$ cat src/common/sldcc_pkg.sv
// Constants shared by the lane digital configuration block and its chain engine
`default_nettype none
package sldcc_pkg;

  // Register byte offsets
  localparam logic [7:0] OFS_LANE_DIGITAL_CONFIG = 8'h00;
  localparam logic [7:0] OFS_LANE_MISC_CONFIG    = 8'h18;
  localparam logic [7:0] OFS_CHAIN_SELECT        = 8'h20;
  localparam logic [7:0] OFS_CHAIN_RD_INDEX      = 8'h24;
  localparam logic [7:0] OFS_CHAIN_RD_DATA       = 8'h28;

  // lane_digital_config fields
  localparam int unsigned DIG_AST_LSB   = 3;
  localparam int unsigned DIG_DEAST_LSB = 0;
  localparam int unsigned DELAY_CODE_W  = 3;
  localparam logic [31:0] DIG_WR_MASK   = 32'h0000_003f;
  localparam logic [31:0] DIG_RESET     = 32'h0000_0000;

  // lane_misc_config fields
  localparam int unsigned MISC_FX_BIT    = 8;
  localparam int unsigned MISC_RXLP_BIT  = 5;
  localparam int unsigned MISC_TXLP_BIT  = 4;
  localparam int unsigned MISC_RXINV_BIT = 3;
  localparam int unsigned MISC_TXINV_BIT = 2;
  localparam int unsigned MISC_RST_BIT   = 0;
  localparam logic [31:0] MISC_WR_MASK   = 32'h0000_013d;
  localparam logic [31:0] MISC_RESET     = 32'h0000_0000;

  // chain_slave_select_trigger fields
  localparam int unsigned SEL_WR_BIT  = 31;
  localparam int unsigned SEL_RD_BIT  = 30;
  localparam int unsigned N_SLAVES    = 16;
  localparam logic [15:0] SEL_RESET   = 16'hffff;
  localparam int unsigned IDX_W       = 4;

  // Chain frame: one word per slave, bit 15 marks the slave as addressed
  localparam int unsigned WORD_W      = 16;
  localparam int unsigned CFG_W       = 15;
  localparam int unsigned WORD_EN_BIT = 15;
  localparam int unsigned FRAME_W     = N_SLAVES * WORD_W;
  localparam logic [7:0]  LAST_SHIFT  = 8'hff;

  // Lane data path
  localparam int unsigned DATA_W = 20;

  // Signal-detect filter times in microseconds, and the clock rate
  localparam int unsigned CLK_MHZ    = 50;
  localparam int unsigned AST_US_1   = 35;
  localparam int unsigned AST_US_2   = 70;
  localparam int unsigned AST_US_3   = 105;
  localparam int unsigned AST_US_4   = 140;
  localparam int unsigned DEAST_US_1 = 250;
  localparam int unsigned DEAST_US_2 = 350;
  localparam int unsigned DEAST_US_3 = 450;
  localparam int unsigned DEAST_US_4 = 550;
  localparam int unsigned CNT_W      = 15;

  localparam int unsigned AST_CYC_1   = AST_US_1 * CLK_MHZ;
  localparam int unsigned AST_CYC_2   = AST_US_2 * CLK_MHZ;
  localparam int unsigned AST_CYC_3   = AST_US_3 * CLK_MHZ;
  localparam int unsigned AST_CYC_4   = AST_US_4 * CLK_MHZ;
  localparam int unsigned DEAST_CYC_1 = DEAST_US_1 * CLK_MHZ;
  localparam int unsigned DEAST_CYC_2 = DEAST_US_2 * CLK_MHZ;
  localparam int unsigned DEAST_CYC_3 = DEAST_US_3 * CLK_MHZ;
  localparam int unsigned DEAST_CYC_4 = DEAST_US_4 * CLK_MHZ;

  typedef enum logic [3:0] {
    ST_IDLE  = 4'b0001,
    ST_LOAD  = 4'b0010,
    ST_SHIFT = 4'b0100,
    ST_DONE  = 4'b1000
  } sldcc_state_type;

endpackage : sldcc_pkg
`default_nettype wire

$ cat src/sldcc_sigdet_filter.sv
// Signal-detect filter: a level change must persist for the selected time
`timescale 1ns/1ns
`default_nettype none
module sldcc_sigdet_filter (
  input  wire logic                      hclk,          // Clock
  input  wire logic                      hresetn,       // Async reset, active low
  input  wire logic                      sig_raw,       // Unfiltered detect level
  input  wire logic [sldcc_pkg::CNT_W-1:0] assert_cyc,  // Cycles high before assert
  input  wire logic [sldcc_pkg::CNT_W-1:0] deassert_cyc,// Cycles low before drop
  output logic                           sig_det        // Filtered detect level
);

  logic                        sig_det_r;
  logic [sldcc_pkg::CNT_W-1:0] cnt_r;
  logic [sldcc_pkg::CNT_W-1:0] limit;

  assign sig_det = sig_det_r;
  assign limit   = sig_det_r ? deassert_cyc : assert_cyc;

  // Any glitch back to the current level restarts the count
  always_ff @(posedge hclk or negedge hresetn) begin
    if (!hresetn) begin
      cnt_r     <= '0;
      sig_det_r <= 1'b0;
    end else if (sig_raw == sig_det_r) begin
      cnt_r <= '0;
    end else if (cnt_r >= limit) begin
      cnt_r     <= '0;
      sig_det_r <= sig_raw;
    end else begin
      cnt_r <= cnt_r + 1'b1;
    end
  end

endmodule : sldcc_sigdet_filter
`default_nettype wire

$ cat src/sldcc_top.sv
// Lane digital configuration registers, lane data path and configuration chain master
//
// Behaviour
// - Assert delay code at bits 5:3 picks 0/35/70/105/140 us; 5..7 reserved.
// - De-assert delay code picks 0/250/350/450/550 us; 5..7 reserved.
// - Misc bit 8 turns on deserializer special handling for 100FX.
// - Misc bit 5 lets the PCS idle machine power down the receiver.
// - Misc bit 4 lets the PCS idle machine power down the transmitter.
// - Misc bit 3 inverts every received data bit.
// - Misc bit 2 inverts every transmitted data bit.
// - Misc bit 0 holds lane reset until software writes zero.
// - Every macro has a slave on one serial daisy-chain loop.
// - Bit 31 starts chain write, stays one until write finished.
// - Bit 30 starts chain read, stays one until read finished.
// - Sixteen-bit select, one bit per macro, reset all ones, includes macro n when set.
`timescale 1ns/1ns
`default_nettype none
module sldcc_top #(
  parameter int unsigned AST_CYC_1   = sldcc_pkg::AST_CYC_1,
  parameter int unsigned AST_CYC_2   = sldcc_pkg::AST_CYC_2,
  parameter int unsigned AST_CYC_3   = sldcc_pkg::AST_CYC_3,
  parameter int unsigned AST_CYC_4   = sldcc_pkg::AST_CYC_4,
  parameter int unsigned DEAST_CYC_1 = sldcc_pkg::DEAST_CYC_1,
  parameter int unsigned DEAST_CYC_2 = sldcc_pkg::DEAST_CYC_2,
  parameter int unsigned DEAST_CYC_3 = sldcc_pkg::DEAST_CYC_3,
  parameter int unsigned DEAST_CYC_4 = sldcc_pkg::DEAST_CYC_4
) (
  input  wire logic                         hclk,                  // Bus clock
  input  wire logic                         hresetn,               // Async reset, active low
  input  wire logic                         hsel,                  // Slave select
  input  wire logic [31:0]                  haddr,                 // Byte address
  input  wire logic [1:0]                   htrans,                // Transfer type
  input  wire logic                         hwrite,                // Write when high
  input  wire logic [2:0]                   hsize,                 // Transfer size
  input  wire logic [31:0]                  hwdata,                // Write data
  input  wire logic                         hready,                // Bus ready
  output logic                              hreadyout,             // Slave ready
  output logic                              hresp,                 // Response, always OKAY
  output logic [31:0]                       hrdata,                // Read data
  input  wire logic                         sigdet_raw,            // Analog level detect
  output logic                              sigdet_filtered,       // Filtered signal detect
  output logic                              fx_deser_special_handling_en, // 100FX handling
  input  wire logic                         pcs_rx_lpi_pwrdn,      // PCS asks rx power down
  input  wire logic                         pcs_tx_lpi_pwrdn,      // PCS asks tx power down
  output logic                              rx_power_down,         // Receiver powered down
  output logic                              tx_power_down,         // Transmitter powered down
  input  wire logic [sldcc_pkg::DATA_W-1:0] deser_data,            // Data from deserializer
  output logic [sldcc_pkg::DATA_W-1:0]      rx_data,               // Data toward PCS
  input  wire logic [sldcc_pkg::DATA_W-1:0] pcs_tx_data,           // Data from PCS
  output logic [sldcc_pkg::DATA_W-1:0]      ser_data,              // Data toward serializer
  output logic                              lane_reset,            // Lane reset, active high
  output logic                              chain_sdo,             // Chain serial out
  input  wire logic                         chain_sdi,             // Chain serial return
  output logic                              chain_shift_en,        // Chain shifts this cycle
  output logic                              chain_capture,         // Slaves load their state
  output logic                              chain_update           // Addressed slaves apply
);

  localparam int unsigned FW = sldcc_pkg::FRAME_W;

  // Bus slave state
  logic                     hreadyout_r;
  logic                     hresp_r;
  logic [31:0]              hrdata_r;
  logic                     wr_pend_r;
  logic [7:0]               wr_addr_r;
  logic                     addr_phase;

  // Registers
  logic [31:0]              dig_cfg_r;
  logic [31:0]              misc_cfg_r;
  logic [15:0]              chain_sel_r;
  logic                     wr_trig_r;
  logic                     rd_trig_r;
  logic [sldcc_pkg::IDX_W-1:0] rd_idx_r;
  logic [sldcc_pkg::CFG_W-1:0] rb_mem [sldcc_pkg::N_SLAVES];

  // Lane path
  logic                     fx_en_r;
  logic                     rx_pd_r;
  logic                     tx_pd_r;
  logic [sldcc_pkg::DATA_W-1:0] rx_data_r;
  logic [sldcc_pkg::DATA_W-1:0] ser_data_r;
  logic                     lane_rst_r;
  logic [sldcc_pkg::CNT_W-1:0] ast_cyc;
  logic [sldcc_pkg::CNT_W-1:0] deast_cyc;

  // Chain engine
  sldcc_pkg::sldcc_state_type state_r;
  logic [FW-1:0]            sr_r;
  logic [7:0]               shift_cnt_r;
  logic                     op_is_rd_r;
  logic                     sdo_r;
  logic                     shift_en_r;
  logic                     capture_r;
  logic                     update_r;
  logic                     start_wr;
  logic                     start_rd;
  logic [FW-1:0]            wr_frame;

  // Bit position of slave n's word in the frame; slave 15 sits next to the output
  function automatic int unsigned slot_lsb(input int unsigned n);
    slot_lsb = (sldcc_pkg::N_SLAVES - 1 - n) * sldcc_pkg::WORD_W;
  endfunction : slot_lsb

  // Delay code to cycle count; reserved codes behave as no delay
  function automatic logic [sldcc_pkg::CNT_W-1:0] delay_cyc(
    input logic [sldcc_pkg::DELAY_CODE_W-1:0] code,
    input int unsigned c1, input int unsigned c2,
    input int unsigned c3, input int unsigned c4);
    unique case (code)
      3'h1:    delay_cyc = sldcc_pkg::CNT_W'(c1);
      3'h2:    delay_cyc = sldcc_pkg::CNT_W'(c2);
      3'h3:    delay_cyc = sldcc_pkg::CNT_W'(c3);
      3'h4:    delay_cyc = sldcc_pkg::CNT_W'(c4);
      default: delay_cyc = '0;
    endcase
  endfunction : delay_cyc

  // Unmapped offsets read as zero
  function automatic logic [31:0] read_mux(input logic [7:0] a);
    read_mux = 32'h0000_0000;
    unique case (a)
      sldcc_pkg::OFS_LANE_DIGITAL_CONFIG: read_mux = dig_cfg_r;
      sldcc_pkg::OFS_LANE_MISC_CONFIG:    read_mux = misc_cfg_r;
      sldcc_pkg::OFS_CHAIN_SELECT: begin
        read_mux[sldcc_pkg::SEL_WR_BIT] = wr_trig_r;
        read_mux[sldcc_pkg::SEL_RD_BIT] = rd_trig_r;
        read_mux[15:0]                  = chain_sel_r;
      end
      sldcc_pkg::OFS_CHAIN_RD_INDEX:      read_mux[sldcc_pkg::IDX_W-1:0] = rd_idx_r;
      sldcc_pkg::OFS_CHAIN_RD_DATA:       read_mux[sldcc_pkg::CFG_W-1:0] = rb_mem[rd_idx_r];
      default:                            read_mux = 32'h0000_0000;
    endcase
  endfunction : read_mux

  assign hreadyout                    = hreadyout_r;
  assign hresp                        = hresp_r;
  assign hrdata                       = hrdata_r;
  assign fx_deser_special_handling_en = fx_en_r;
  assign rx_power_down                = rx_pd_r;
  assign tx_power_down                = tx_pd_r;
  assign rx_data                      = rx_data_r;
  assign ser_data                     = ser_data_r;
  assign lane_reset                   = lane_rst_r;
  assign chain_sdo                    = sdo_r;
  assign chain_shift_en               = shift_en_r;
  assign chain_capture                = capture_r;
  assign chain_update                 = update_r;

  assign addr_phase = hsel & hready & htrans[1];

  // Zero wait states: every transfer completes in its first data-phase cycle
  // Ready is held low during reset so no transfer is taken early
  always_ff @(posedge hclk or negedge hresetn) begin
    if (!hresetn) begin
      hreadyout_r <= 1'b0;
      hresp_r     <= 1'b0;
      hrdata_r    <= 32'h0000_0000;
      wr_pend_r   <= 1'b0;
      wr_addr_r   <= 8'h00;
    end else begin
      hreadyout_r <= 1'b1;
      hresp_r     <= 1'b0;
      wr_pend_r   <= addr_phase & hwrite;
      if (addr_phase) begin
        wr_addr_r <= {haddr[7:2], 2'b00};
      end
      if (addr_phase && !hwrite) begin
        hrdata_r <= read_mux({haddr[7:2], 2'b00});
      end
    end
  end

  // Lane configuration words
  // Write masks keep reserved and unused bits reading zero
  always_ff @(posedge hclk or negedge hresetn) begin
    if (!hresetn) begin
      dig_cfg_r  <= sldcc_pkg::DIG_RESET;
      misc_cfg_r <= sldcc_pkg::MISC_RESET;
      rd_idx_r   <= '0;
    end else if (wr_pend_r) begin
      unique case (wr_addr_r)
        sldcc_pkg::OFS_LANE_DIGITAL_CONFIG: dig_cfg_r  <= hwdata & sldcc_pkg::DIG_WR_MASK;
        sldcc_pkg::OFS_LANE_MISC_CONFIG:    misc_cfg_r <= hwdata & sldcc_pkg::MISC_WR_MASK;
        sldcc_pkg::OFS_CHAIN_RD_INDEX:      rd_idx_r   <= hwdata[sldcc_pkg::IDX_W-1:0];
        default: ;
      endcase
    end
  end

  // Triggers start only from idle; the select vector is written regardless
  assign start_wr = wr_pend_r && (wr_addr_r == sldcc_pkg::OFS_CHAIN_SELECT)
                    && hwdata[sldcc_pkg::SEL_WR_BIT] && state_r == sldcc_pkg::ST_IDLE;
  // A simultaneous write request takes precedence over the read request
  assign start_rd = wr_pend_r && (wr_addr_r == sldcc_pkg::OFS_CHAIN_SELECT)
                    && hwdata[sldcc_pkg::SEL_RD_BIT] && !hwdata[sldcc_pkg::SEL_WR_BIT]
                    && state_r == sldcc_pkg::ST_IDLE;

  // Select vector and trigger bits; a trigger written while busy is ignored
  always_ff @(posedge hclk or negedge hresetn) begin
    if (!hresetn) begin
      chain_sel_r <= sldcc_pkg::SEL_RESET;
      wr_trig_r   <= 1'b0;
      rd_trig_r   <= 1'b0;
    end else begin
      if (wr_pend_r && wr_addr_r == sldcc_pkg::OFS_CHAIN_SELECT) begin
        chain_sel_r <= hwdata[15:0];
      end
      // Trigger bits are cleared only by the engine reaching done
      if (start_wr) begin
        wr_trig_r <= 1'b1;
      end else if (state_r == sldcc_pkg::ST_DONE && !op_is_rd_r) begin
        wr_trig_r <= 1'b0;
      end
      if (start_rd) begin
        rd_trig_r <= 1'b1;
      end else if (state_r == sldcc_pkg::ST_DONE && op_is_rd_r) begin
        rd_trig_r <= 1'b0;
      end
    end
  end

  // Outgoing frame: each slave gets the lane settings plus its own enable mark
  always_comb begin
    wr_frame = '0;
    for (int unsigned n = 0; n < sldcc_pkg::N_SLAVES; n++) begin
      wr_frame[slot_lsb(n) +: sldcc_pkg::WORD_W] =
        {chain_sel_r[n], misc_cfg_r[8:0], dig_cfg_r[5:0]};
    end
  end

  // Chain engine: load, shift the whole loop once, then apply or store
  always_ff @(posedge hclk or negedge hresetn) begin
    if (!hresetn) begin
      state_r     <= sldcc_pkg::ST_IDLE;
      sr_r        <= '0;
      shift_cnt_r <= 8'h00;
      op_is_rd_r  <= 1'b0;
      sdo_r       <= 1'b0;
      shift_en_r  <= 1'b0;
      capture_r   <= 1'b0;
      update_r    <= 1'b0;
    end else begin
      capture_r <= 1'b0;
      update_r  <= 1'b0;
      unique case (state_r)
        sldcc_pkg::ST_IDLE: begin
          if (start_wr || start_rd) begin
            sr_r       <= start_wr ? wr_frame : '0;
            op_is_rd_r <= start_rd;
            capture_r  <= start_rd;
            state_r    <= sldcc_pkg::ST_LOAD;
          end
        end

        sldcc_pkg::ST_LOAD: begin
          sdo_r       <= sr_r[0];
          shift_en_r  <= 1'b1;
          shift_cnt_r <= 8'h00;
          state_r     <= sldcc_pkg::ST_SHIFT;
        end

        sldcc_pkg::ST_SHIFT: begin
          // The loop is one frame long, so after the last shift sr holds what came back
          sr_r        <= {chain_sdi, sr_r[FW-1:1]};
          sdo_r       <= sr_r[1];
          shift_cnt_r <= shift_cnt_r + 8'h01;
          if (shift_cnt_r == sldcc_pkg::LAST_SHIFT) begin
            shift_en_r <= 1'b0;
            sdo_r      <= 1'b0;
            state_r    <= sldcc_pkg::ST_DONE;
          end
        end

        sldcc_pkg::ST_DONE: begin
          // Only a write asks the slaves to apply; a read leaves them untouched
          update_r <= !op_is_rd_r;
          state_r  <= sldcc_pkg::ST_IDLE;
        end
      endcase
    end
  end

  // Readable copies of the slaves' state; only selected slaves are refreshed
  // Copies have no reset: they read unknown until the first chain read fills them
  always_ff @(posedge hclk) begin
    if (state_r == sldcc_pkg::ST_DONE && op_is_rd_r) begin
      for (int unsigned n = 0; n < sldcc_pkg::N_SLAVES; n++) begin
        if (chain_sel_r[n]) begin
          rb_mem[n] <= sr_r[slot_lsb(n) +: sldcc_pkg::CFG_W];
        end
      end
    end
  end

  // Filter counts are parameters so a bench can shorten the long filter times
  assign ast_cyc   = delay_cyc(dig_cfg_r[sldcc_pkg::DIG_AST_LSB +: sldcc_pkg::DELAY_CODE_W],
                               AST_CYC_1, AST_CYC_2, AST_CYC_3, AST_CYC_4);
  assign deast_cyc = delay_cyc(dig_cfg_r[sldcc_pkg::DIG_DEAST_LSB +: sldcc_pkg::DELAY_CODE_W],
                               DEAST_CYC_1, DEAST_CYC_2, DEAST_CYC_3, DEAST_CYC_4);

  // A glitch back to the present level restarts the filter count
  sldcc_sigdet_filter u_sigdet (
    .hclk         (hclk),
    .hresetn      (hresetn),
    .sig_raw      (sigdet_raw),
    .assert_cyc   (ast_cyc),
    .deassert_cyc (deast_cyc),
    .sig_det      (sigdet_filtered)
  );

  // Lane controls and data path, one register stage each way
  // Power-down follows the PCS request only while its enable bit is set
  always_ff @(posedge hclk or negedge hresetn) begin
    if (!hresetn) begin
      fx_en_r    <= 1'b0;
      rx_pd_r    <= 1'b0;
      tx_pd_r    <= 1'b0;
      lane_rst_r <= 1'b0;
    end else begin
      fx_en_r    <= misc_cfg_r[sldcc_pkg::MISC_FX_BIT];
      rx_pd_r    <= misc_cfg_r[sldcc_pkg::MISC_RXLP_BIT] & pcs_rx_lpi_pwrdn;
      tx_pd_r    <= misc_cfg_r[sldcc_pkg::MISC_TXLP_BIT] & pcs_tx_lpi_pwrdn;
      lane_rst_r <= misc_cfg_r[sldcc_pkg::MISC_RST_BIT];
    end
  end

  // Inversion is a whole-word XOR, so both directions keep one cycle of latency
  always_ff @(posedge hclk or negedge hresetn) begin
    if (!hresetn) begin
      rx_data_r  <= '0;
      ser_data_r <= '0;
    end else begin
      rx_data_r  <= deser_data ^ {sldcc_pkg::DATA_W{misc_cfg_r[sldcc_pkg::MISC_RXINV_BIT]}};
      ser_data_r <= pcs_tx_data ^ {sldcc_pkg::DATA_W{misc_cfg_r[sldcc_pkg::MISC_TXINV_BIT]}};
    end
  end

endmodule : sldcc_top
`default_nettype wire

$ cat config.mk
export PLATFORM = sky130hd
export DESIGN_NAME = sldcc_top
export DESIGN_NICKNAME = d
export VERILOG_FILES = /design/src/common/sldcc_pkg.sv /design/src/sldcc_sigdet_filter.sv /design/src/sldcc_top.sv
export SDC_FILE = /design/constraint.sdc
export NUM_CORES = 1
export LEC_CHECK = 0
export BUFFER_PORTS_ARGS = -buffer_cell sky130_fd_sc_hd__buf_4
export CAP_MARGIN = 20
export CORE_MARGIN = 1.5
export CORE_UTILIZATION = 53
export CTS_BUF_LIST = sky130_fd_sc_hd__clkbuf_4 sky130_fd_sc_hd__clkbuf_8
export DETAILED_ROUTE_END_ITERATION = 7
export GPL_TIMING_DRIVEN = 0
export PLACE_DENSITY_LB_ADDON = 0.3
export SKIP_LAST_GASP = 1
export SYNTH_ARGS = -nofsm -noshare
export SYNTH_HDL_FRONTEND = slang
export SYNTH_HIERARCHICAL = 1
export SYNTH_SLANG_ARGS = --single-unit
$ cat constraint.sdc
create_clock -name hclk -period 2.6 [get_ports hclk]
set_clock_uncertainty 0.2 [all_clocks]
set_input_delay 0.13 -clock hclk [delete_from_list [all_inputs] [get_ports hclk]]
set_output_delay 0.13 -clock hclk [all_outputs]
set_load 0.01 [all_outputs]
After elaboration in Yosys (flattened, before gate mapping)
Memories as Yosys holds them, arrays and structs flattened.
Cells that the tools add are included.
Storage, ports and cells
  flip-flop bits (word level): 393
  input port bits: 118
  memories: 1
  memory bits (writable): 240
Cells by class
  reductions and logical operators: 27
  bitwise logic cells: 8
  magnitude comparators: 1
  equal/unequal tests: 23
  $add $sub $neg: 2
  multiplexer cells: 75
Memory list
  rb_mem: words 16, bits a word 15, rd ports 1, clocked after memory_dff 0, write ports 16, line sldcc_top.sv:76  | logic [sldcc_pkg::CFG_W-1:0] rb_mem [sldcc_pkg::N_SLAVES];
Operators with widths (count)
  256-bit two-way mux: 2
  256-bit case mux with 2 select lines: 1
  15-bit case mux with 4 select lines: 1
  1-bit two-way mux: 58
  13-bit case mux with 4 select lines: 1
  15-bit two-way mux: 3
  11-bit case mux with 4 select lines: 1
  20-bit XOR: 2
  6-bit by 4-bit == test with 1-bit output (second input constant): 5
  4-bit case mux with 5 select lines: 1
  4-bit case mux with 4 select lines: 1
  8-bit case mux with 2 select lines: 1
  2-bit AND reduction: 8
  15-bit by 1-bit adder with 15-bit output (second input constant): 1
  15-bit greater-or-equal comparator: 1
  3-bit by 2-bit == test with 1-bit output (second input constant): 4
  6-bit by 3-bit == test with 1-bit output (second input constant): 2
  1-bit logical AND: 9
  8-bit by 1-bit adder with 8-bit output (second input constant): 1
  8-bit == test (second input constant): 1
  8-bit logical NOT: 1
  4-bit two-way mux: 2
  2-bit nonzero test: 4
  3-bit by 1-bit == test with 1-bit output (second input constant): 2
  other kinds (15): 23

Longest topological paths before layout
  depth in word-level cells: 8
  gate-level depth with buffers: 12

By module
Netlist, hierarchy kept.
Modules (own cells, without submodules)
  sldcc_top: cells an instance 1460, times used 1, area each 23894.2 µm²
  sldcc_sigdet_filter: cells an instance 129, times used 1, area each 1228.7 µm²

Worst setup path after synthesis
No wires, ideal clock.
  kind: reg-to-reg
  start point: register u_sigdet.sig_det_r, in the netlist u_sigdet/sig_det
  end point: register u_sigdet/cnt_r[11] (netlist bit)
  stages on the path, launching flop included: 11
  setup time: 0.072 ns
  slack: -0.228 ns
  path buffers: 3
  arrival: 2.556 ns
  path through: dfrtp_1 > clkbuf_1 > buf_2 > mux2i_1 > ha_1 > a211oi_2 > nor2_1 > a2111oi_2 > nand3_2 > buf_6 > nor2_1
On the way
  cells in the longest elaborated chain, start to end: 4
  elaborated cells between the ends (all ways): 5
  classes of those cells: order compare (1); eq/ne (1); mux (3)
Ends and longest elaborated chain
  start: declaration: line sldcc_sigdet_filter.sv:13  | logic sig_det_r;
  start signal: assignment: line sldcc_sigdet_filter.sv:29  | sig_det_r <= sig_raw;
  15-bit two-way mux: line sldcc_sigdet_filter.sv:18  | assign limit = sig_det_r ? deassert_cyc : assert_cyc;
  15-bit greater-or-equal comparator: line sldcc_sigdet_filter.sv:27  | end else if (cnt_r >= limit) begin
  15-bit two-way mux: line sldcc_sigdet_filter.sv:27
  15-bit two-way mux *: line sldcc_sigdet_filter.sv:25  | end else if (sig_raw == sig_det_r) begin
  end signal: assignment: line sldcc_sigdet_filter.sv:31  | cnt_r <= cnt_r + 1'b1;
  end: declaration: line sldcc_sigdet_filter.sv:14  | logic [sldcc_pkg::CNT_W-1:0] cnt_r;
Every way passes the cells marked *; elsewhere a longest branch is shown, timed or not.
A chain may end at the register's enable or synchronous reset.

Worst setup path after layout
  start point: register dig_cfg_r[1]
  end point: register u_sigdet.sig_det_r, in the netlist u_sigdet/sig_det
On the way
  cells in the longest elaborated chain, start to end: 5
  elaborated cells between the ends (all ways): 8
  classes of those cells: order compare (1); eq/ne (4); mux (2); reduce/logical (1)
Ends and longest elaborated chain
  start: declaration: line sldcc_top.sv:70  | logic [31:0] dig_cfg_r;
  start signal: assignment: line sldcc_top.sv:179  | dig_cfg_r <= sldcc_pkg::DIG_RESET;
  start signal: assignment: line sldcc_top.sv:184  | sldcc_pkg::OFS_LANE_DIGITAL_CONFIG: dig_cfg_r <= hwdata & sldcc_pkg::DIG_WR_MASK;
  3-bit == test, or another cell as far along: line sldcc_top.sv:111  | unique case (code)
  15-bit case mux with 4 select lines *: line sldcc_top.sv:111
  net deast_cyc, one bit: line sldcc_top.sv:86  | logic [sldcc_pkg::CNT_W-1:0] deast_cyc;
  15-bit two-way mux *: line sldcc_sigdet_filter.sv:18
  15-bit greater-or-equal comparator *: line sldcc_sigdet_filter.sv:27
  2-bit AND reduction (no source line) *
The timed path passes the listed nets; every way through them passes the cells marked *.

==> impl_results.md <==
- Worst Path Arrival: around 3.2 ns
- Initial antenna violation count: 2
- Num ports: 201
- CTS tree: done
- Crit path cell chain: buf_4 > nand2b_4 > inv_2 > a21o_1 > mux2i_1 > ha_1 > a21oi_2 > o21ai_2 > a2111oi_4 > nand2_1 > mux2_2
- Crit path capture type: flop
- Met1 usage: 0.405
- CP max stage cell: a2111oi_4
- Status: complete, but fails checks
- Fill count: ~3,100
- Row cnt: 79
- Routing usage on met3: 0.0900
- Startpoint type of the worst setup path: flop
- Main synth FF type: dfrtp_1
- WL final: about 76 mm
- Iter 0 DRT Violations: roughly 2,200
- EDFF count, synth: 240
- Max FO, Critical Path: 3
- Post-placement cell count: 2,360
- Pin count of the biggest net entering global routing: roughly 110
- ANT cells: 0
- GRT overflow: 0
- Slew Viols, Final: 0
- Drt drc: 33
- Final WS setup: -0.237 ns
- Die width: about 220 um
- Layout cells sized above 1: 0.306
- Core Region: around 47,000 um^2
- Final instance area: 31,300 um^2
- RSZ-0062 raised after global routing: true
- Num CTS Buffers: 99
- Final GP Congestion: ~0.9
- Reg clk slew, reported paths: approximately 0.06 ns
- Endpoints failing setup: 16
- Worst stage delay on the critical path: approximately 0.47 ns
- Global-route wire length before repair: around 110 mm
- Post-Synthesis Cells: around 1,600
- Post-synthesis cell type count: between 60 and 70
- Failing checks: design-rule violations, negative setup slack
- Yosys warnings: 6
- Area grow syn2layout: 24.6%
- Met2 Usage GRT: 0.496
- Min Tclk post-route: roughly 2.8 ns
- Syn avg cell area: between 15 and 20 um^2
- Max Clk Rate: between 300 and 400 MHz
- Clock tree buffer depth: 3
- I/O Buffers: ~140
- Tot Pwr: roughly 22 mW
- Vias/cell: around 6.3
- Number of H-tree levels: 3
- Max IR drop VDD: roughly 0.00036 V
- Number of global-route vias before repair: about 18,000
- Number of max-cap violations: 0
- Worst Path Required: 2.95 ns
- Fin. Hold Viols: 0
- Final #Nets: between 2,000 and 2,500
- Util after Layout: 0.671
- Period utilization: 1.09
- Post-synth ARST share: 0.621
- Worst Tran Pin Value: about 1 ns
- Initial Utilization: 0.538
- Post-DP Area: 27,100 um^2
- Setup TNS: -3.41 ns
- Clock sinks: 633
- Clock Root Buffer: clkbuf_8
- Rel. slew slack: 0.314
- Post-DP HPWL: just under 50 mm
- Post-route ant nets: 0
- Layout Cells excl Fill: about 2,700
- FF+latch count, synth: 633
- Chip height: about 220 um
- Lkg Pwr: around 13 nW
- DRT Pass-1 Iters: 8
- Pwr Density: 701 nW/um^2
- Global route hottest layer: met2
- Seq/Total Area, Yosys: 0.679
- DR vias: about 17,000
- GRT Overall Usage: 0.316
- Die area: between 40,000 and 50,000 um^2
- Clk Latency, worst-skew pair: between 0.7 and 0.8 ns
- Critical path class: flop to flop
- Mapped Area: between 20,000 and 30,000 um^2
- Tightest Hold Check Type: input pin to flop
- Drt wl/cell: 28.2 um
## registers in the layout (all words and copies together) (netlist names), 4 cells and up
register / flops
hrdata: 18
dig_cfg_r: 6
wr_addr_r: 6
sr_r: 256
rd_idx_r: 4
shift_cnt_r: 8
u_sigdet/cnt_r: 15
ser_data: 20
rb_mem: 240
rx_data: 20
misc_cfg_r: 6
chain_sel_r: 16
state_r: 4
## repair_timing
action | 4_1_cts | 5_1_grt
endpoints found under the setup margin | 499 | 280
hold endpoints to repair | 417 | 0
hold buffers | 131 | 0
gates resized for setup | 124 | 55
buffers inserted | 13 | 10
pin swaps | 23 | 8
gates cloned | 1 | 0
## placed cells by master (no fill, tap or decap), types with 9 or more instances in the layout
master / count
o21ai_0: 16
mux2_2: 40
clkbuf_2: 15
and3_1: 12
a221o_1: 212
buf_4: 189
clkbuf_1: 21
buf_2: 37
xnor2_1: 11
edfxtp_1: 240
dlygate4sd3_1: 131
nor2_4: 9
ha_1: 16
and3_2: 10
nor2_1: 36
a221oi_1: 13
nand2_1: 36
a21oi_1: 15
clkinv_2: 11
and2_1: 30
dfrtp_1: 372
a22oi_1: 14
mux4_2: 44
clkinv_1: 11
o21ai_1: 10
conb_1: 21
nand3_1: 24
nand4_1: 9
buf_6: 13
xor2_1: 49
dfstp_2: 17
clkbuf_8: 123
clkbuf_4: 46
mux2i_1: 46
a22o_1: 59
## per-layer routing
| metal | up-vias | wire [um] |
|---|---|---|
| met5 | - | 26 |
| met4 | 4 | 3700 |
| met3 | 210 | 7900 |
| met2 | 1012 | 35600 |
| met1 | 8745 | 28800 |
| li1 | 7094 | - |
## cell type report
| type | count | area [um^2] | share of cell area |
|---|---|---|---|
| tap | 607 | 759 | 0.0243 |
| clock buffer | 157 | 1940 | 0.0618 |
| inverter | 7 | 26.3 | 0.000840 |
| clock inverter | 31 | 241 | 0.00772 |
| sequential | 633 | 17100 | 0.545 |
| timing repair buffer | 298 | 2640 | 0.0843 |
| buffer | 139 | 951 | 0.0304 |
| multi-input combinational | 823 | 7680 | 0.245 |
## Yosys cell counts (20+ instances only)
master	number	area share
edfxtp_1	240	0.29
nand2_1	36	0.0054
mux2_2	40	0.018
nand3_1	26	0.0052
nor2_1	51	0.0076
and3_1	22	0.0055
and2_1	33	0.0082
clkbuf_1	50	0.0075
mux4_2	44	0.039
xor2_1	49	0.017
a221o_1	212	0.084
o21ai_0	20	0.0040
a22o_1	59	0.021
buf_2	53	0.011
dfrtp_1	376	0.37
mux2i_1	57	0.023
## per-stage QoR
| step | hold slack (ns) | setup slack (ns) |
|---|---|---|
| final | 0.0293 | -0.237 |
| after global routing | 0.0147 | -0.314 |
| after CTS | 0.000118 | -0.147 |
| after detailed placement | -0.0321 | -0.593 |
| after global placement | 0.111 | -2.66 |
| after floorplan | -0.366 | 0.0301 |
## worst paths after layout
path / cells after the start / slack, ns / from / to
max: 11 / -0.24 / dig_cfg_r[1] / u_sigdet/sig_det
min: 3 / 0.03 / deser_data[14] / rx_data[14]
max reg2reg: 11 / -0.24 / dig_cfg_r[1] / u_sigdet/sig_det
min reg2reg: 0 / 0.24 / misc_cfg_r[0] / lane_reset
max in group asynchronous: 5 / 0.37 / hresetn / sr_r[154]
min in group asynchronous: 3 / 0.37 / hresetn / rx_data[0]
## report_power, final
group / internal, mW / leakage [nW] / switching, mW / total [mW]
registers: 10.5 / 6.85 / 0.226 / 10.8
logic: 1.04 / 4.88 / 1.08 / 2.12
clock network: 4.98 / 1.16 / 4.07 / 9.04
## worst max-delay path: cells and delay by family, from the launching register on
family / cells / cell delay (ns)
multiplexers: 2 / 0.47
adder cells (fa/ha/maj): 1 / 0.29
AO/OA/AOI/OAI: 4 / 0.91
AND/OR/NAND/NOR: 2 / 0.20
flip-flops: 1 / 0.43
buffers and inverters: 2 / 0.20
## cell families after synthesis
| logic type | after synthesis | synth area share |
|---|---|---|
| AO/OA/AOI/OAI | 361 | 0.129 |
| XOR/XNOR | 61 | 0.0213 |
| adder cells (fa/ha/maj) | 17 | 0.00847 |
| buffers and inverters | 152 | 0.0327 |
| flip-flops | 633 | 0.679 |
| multiplexers | 141 | 0.0801 |
| other | 2 | 0.000299 |
| AND/OR/NAND/NOR | 222 | 0.0492 |
(Power assumes the default switching activity.)
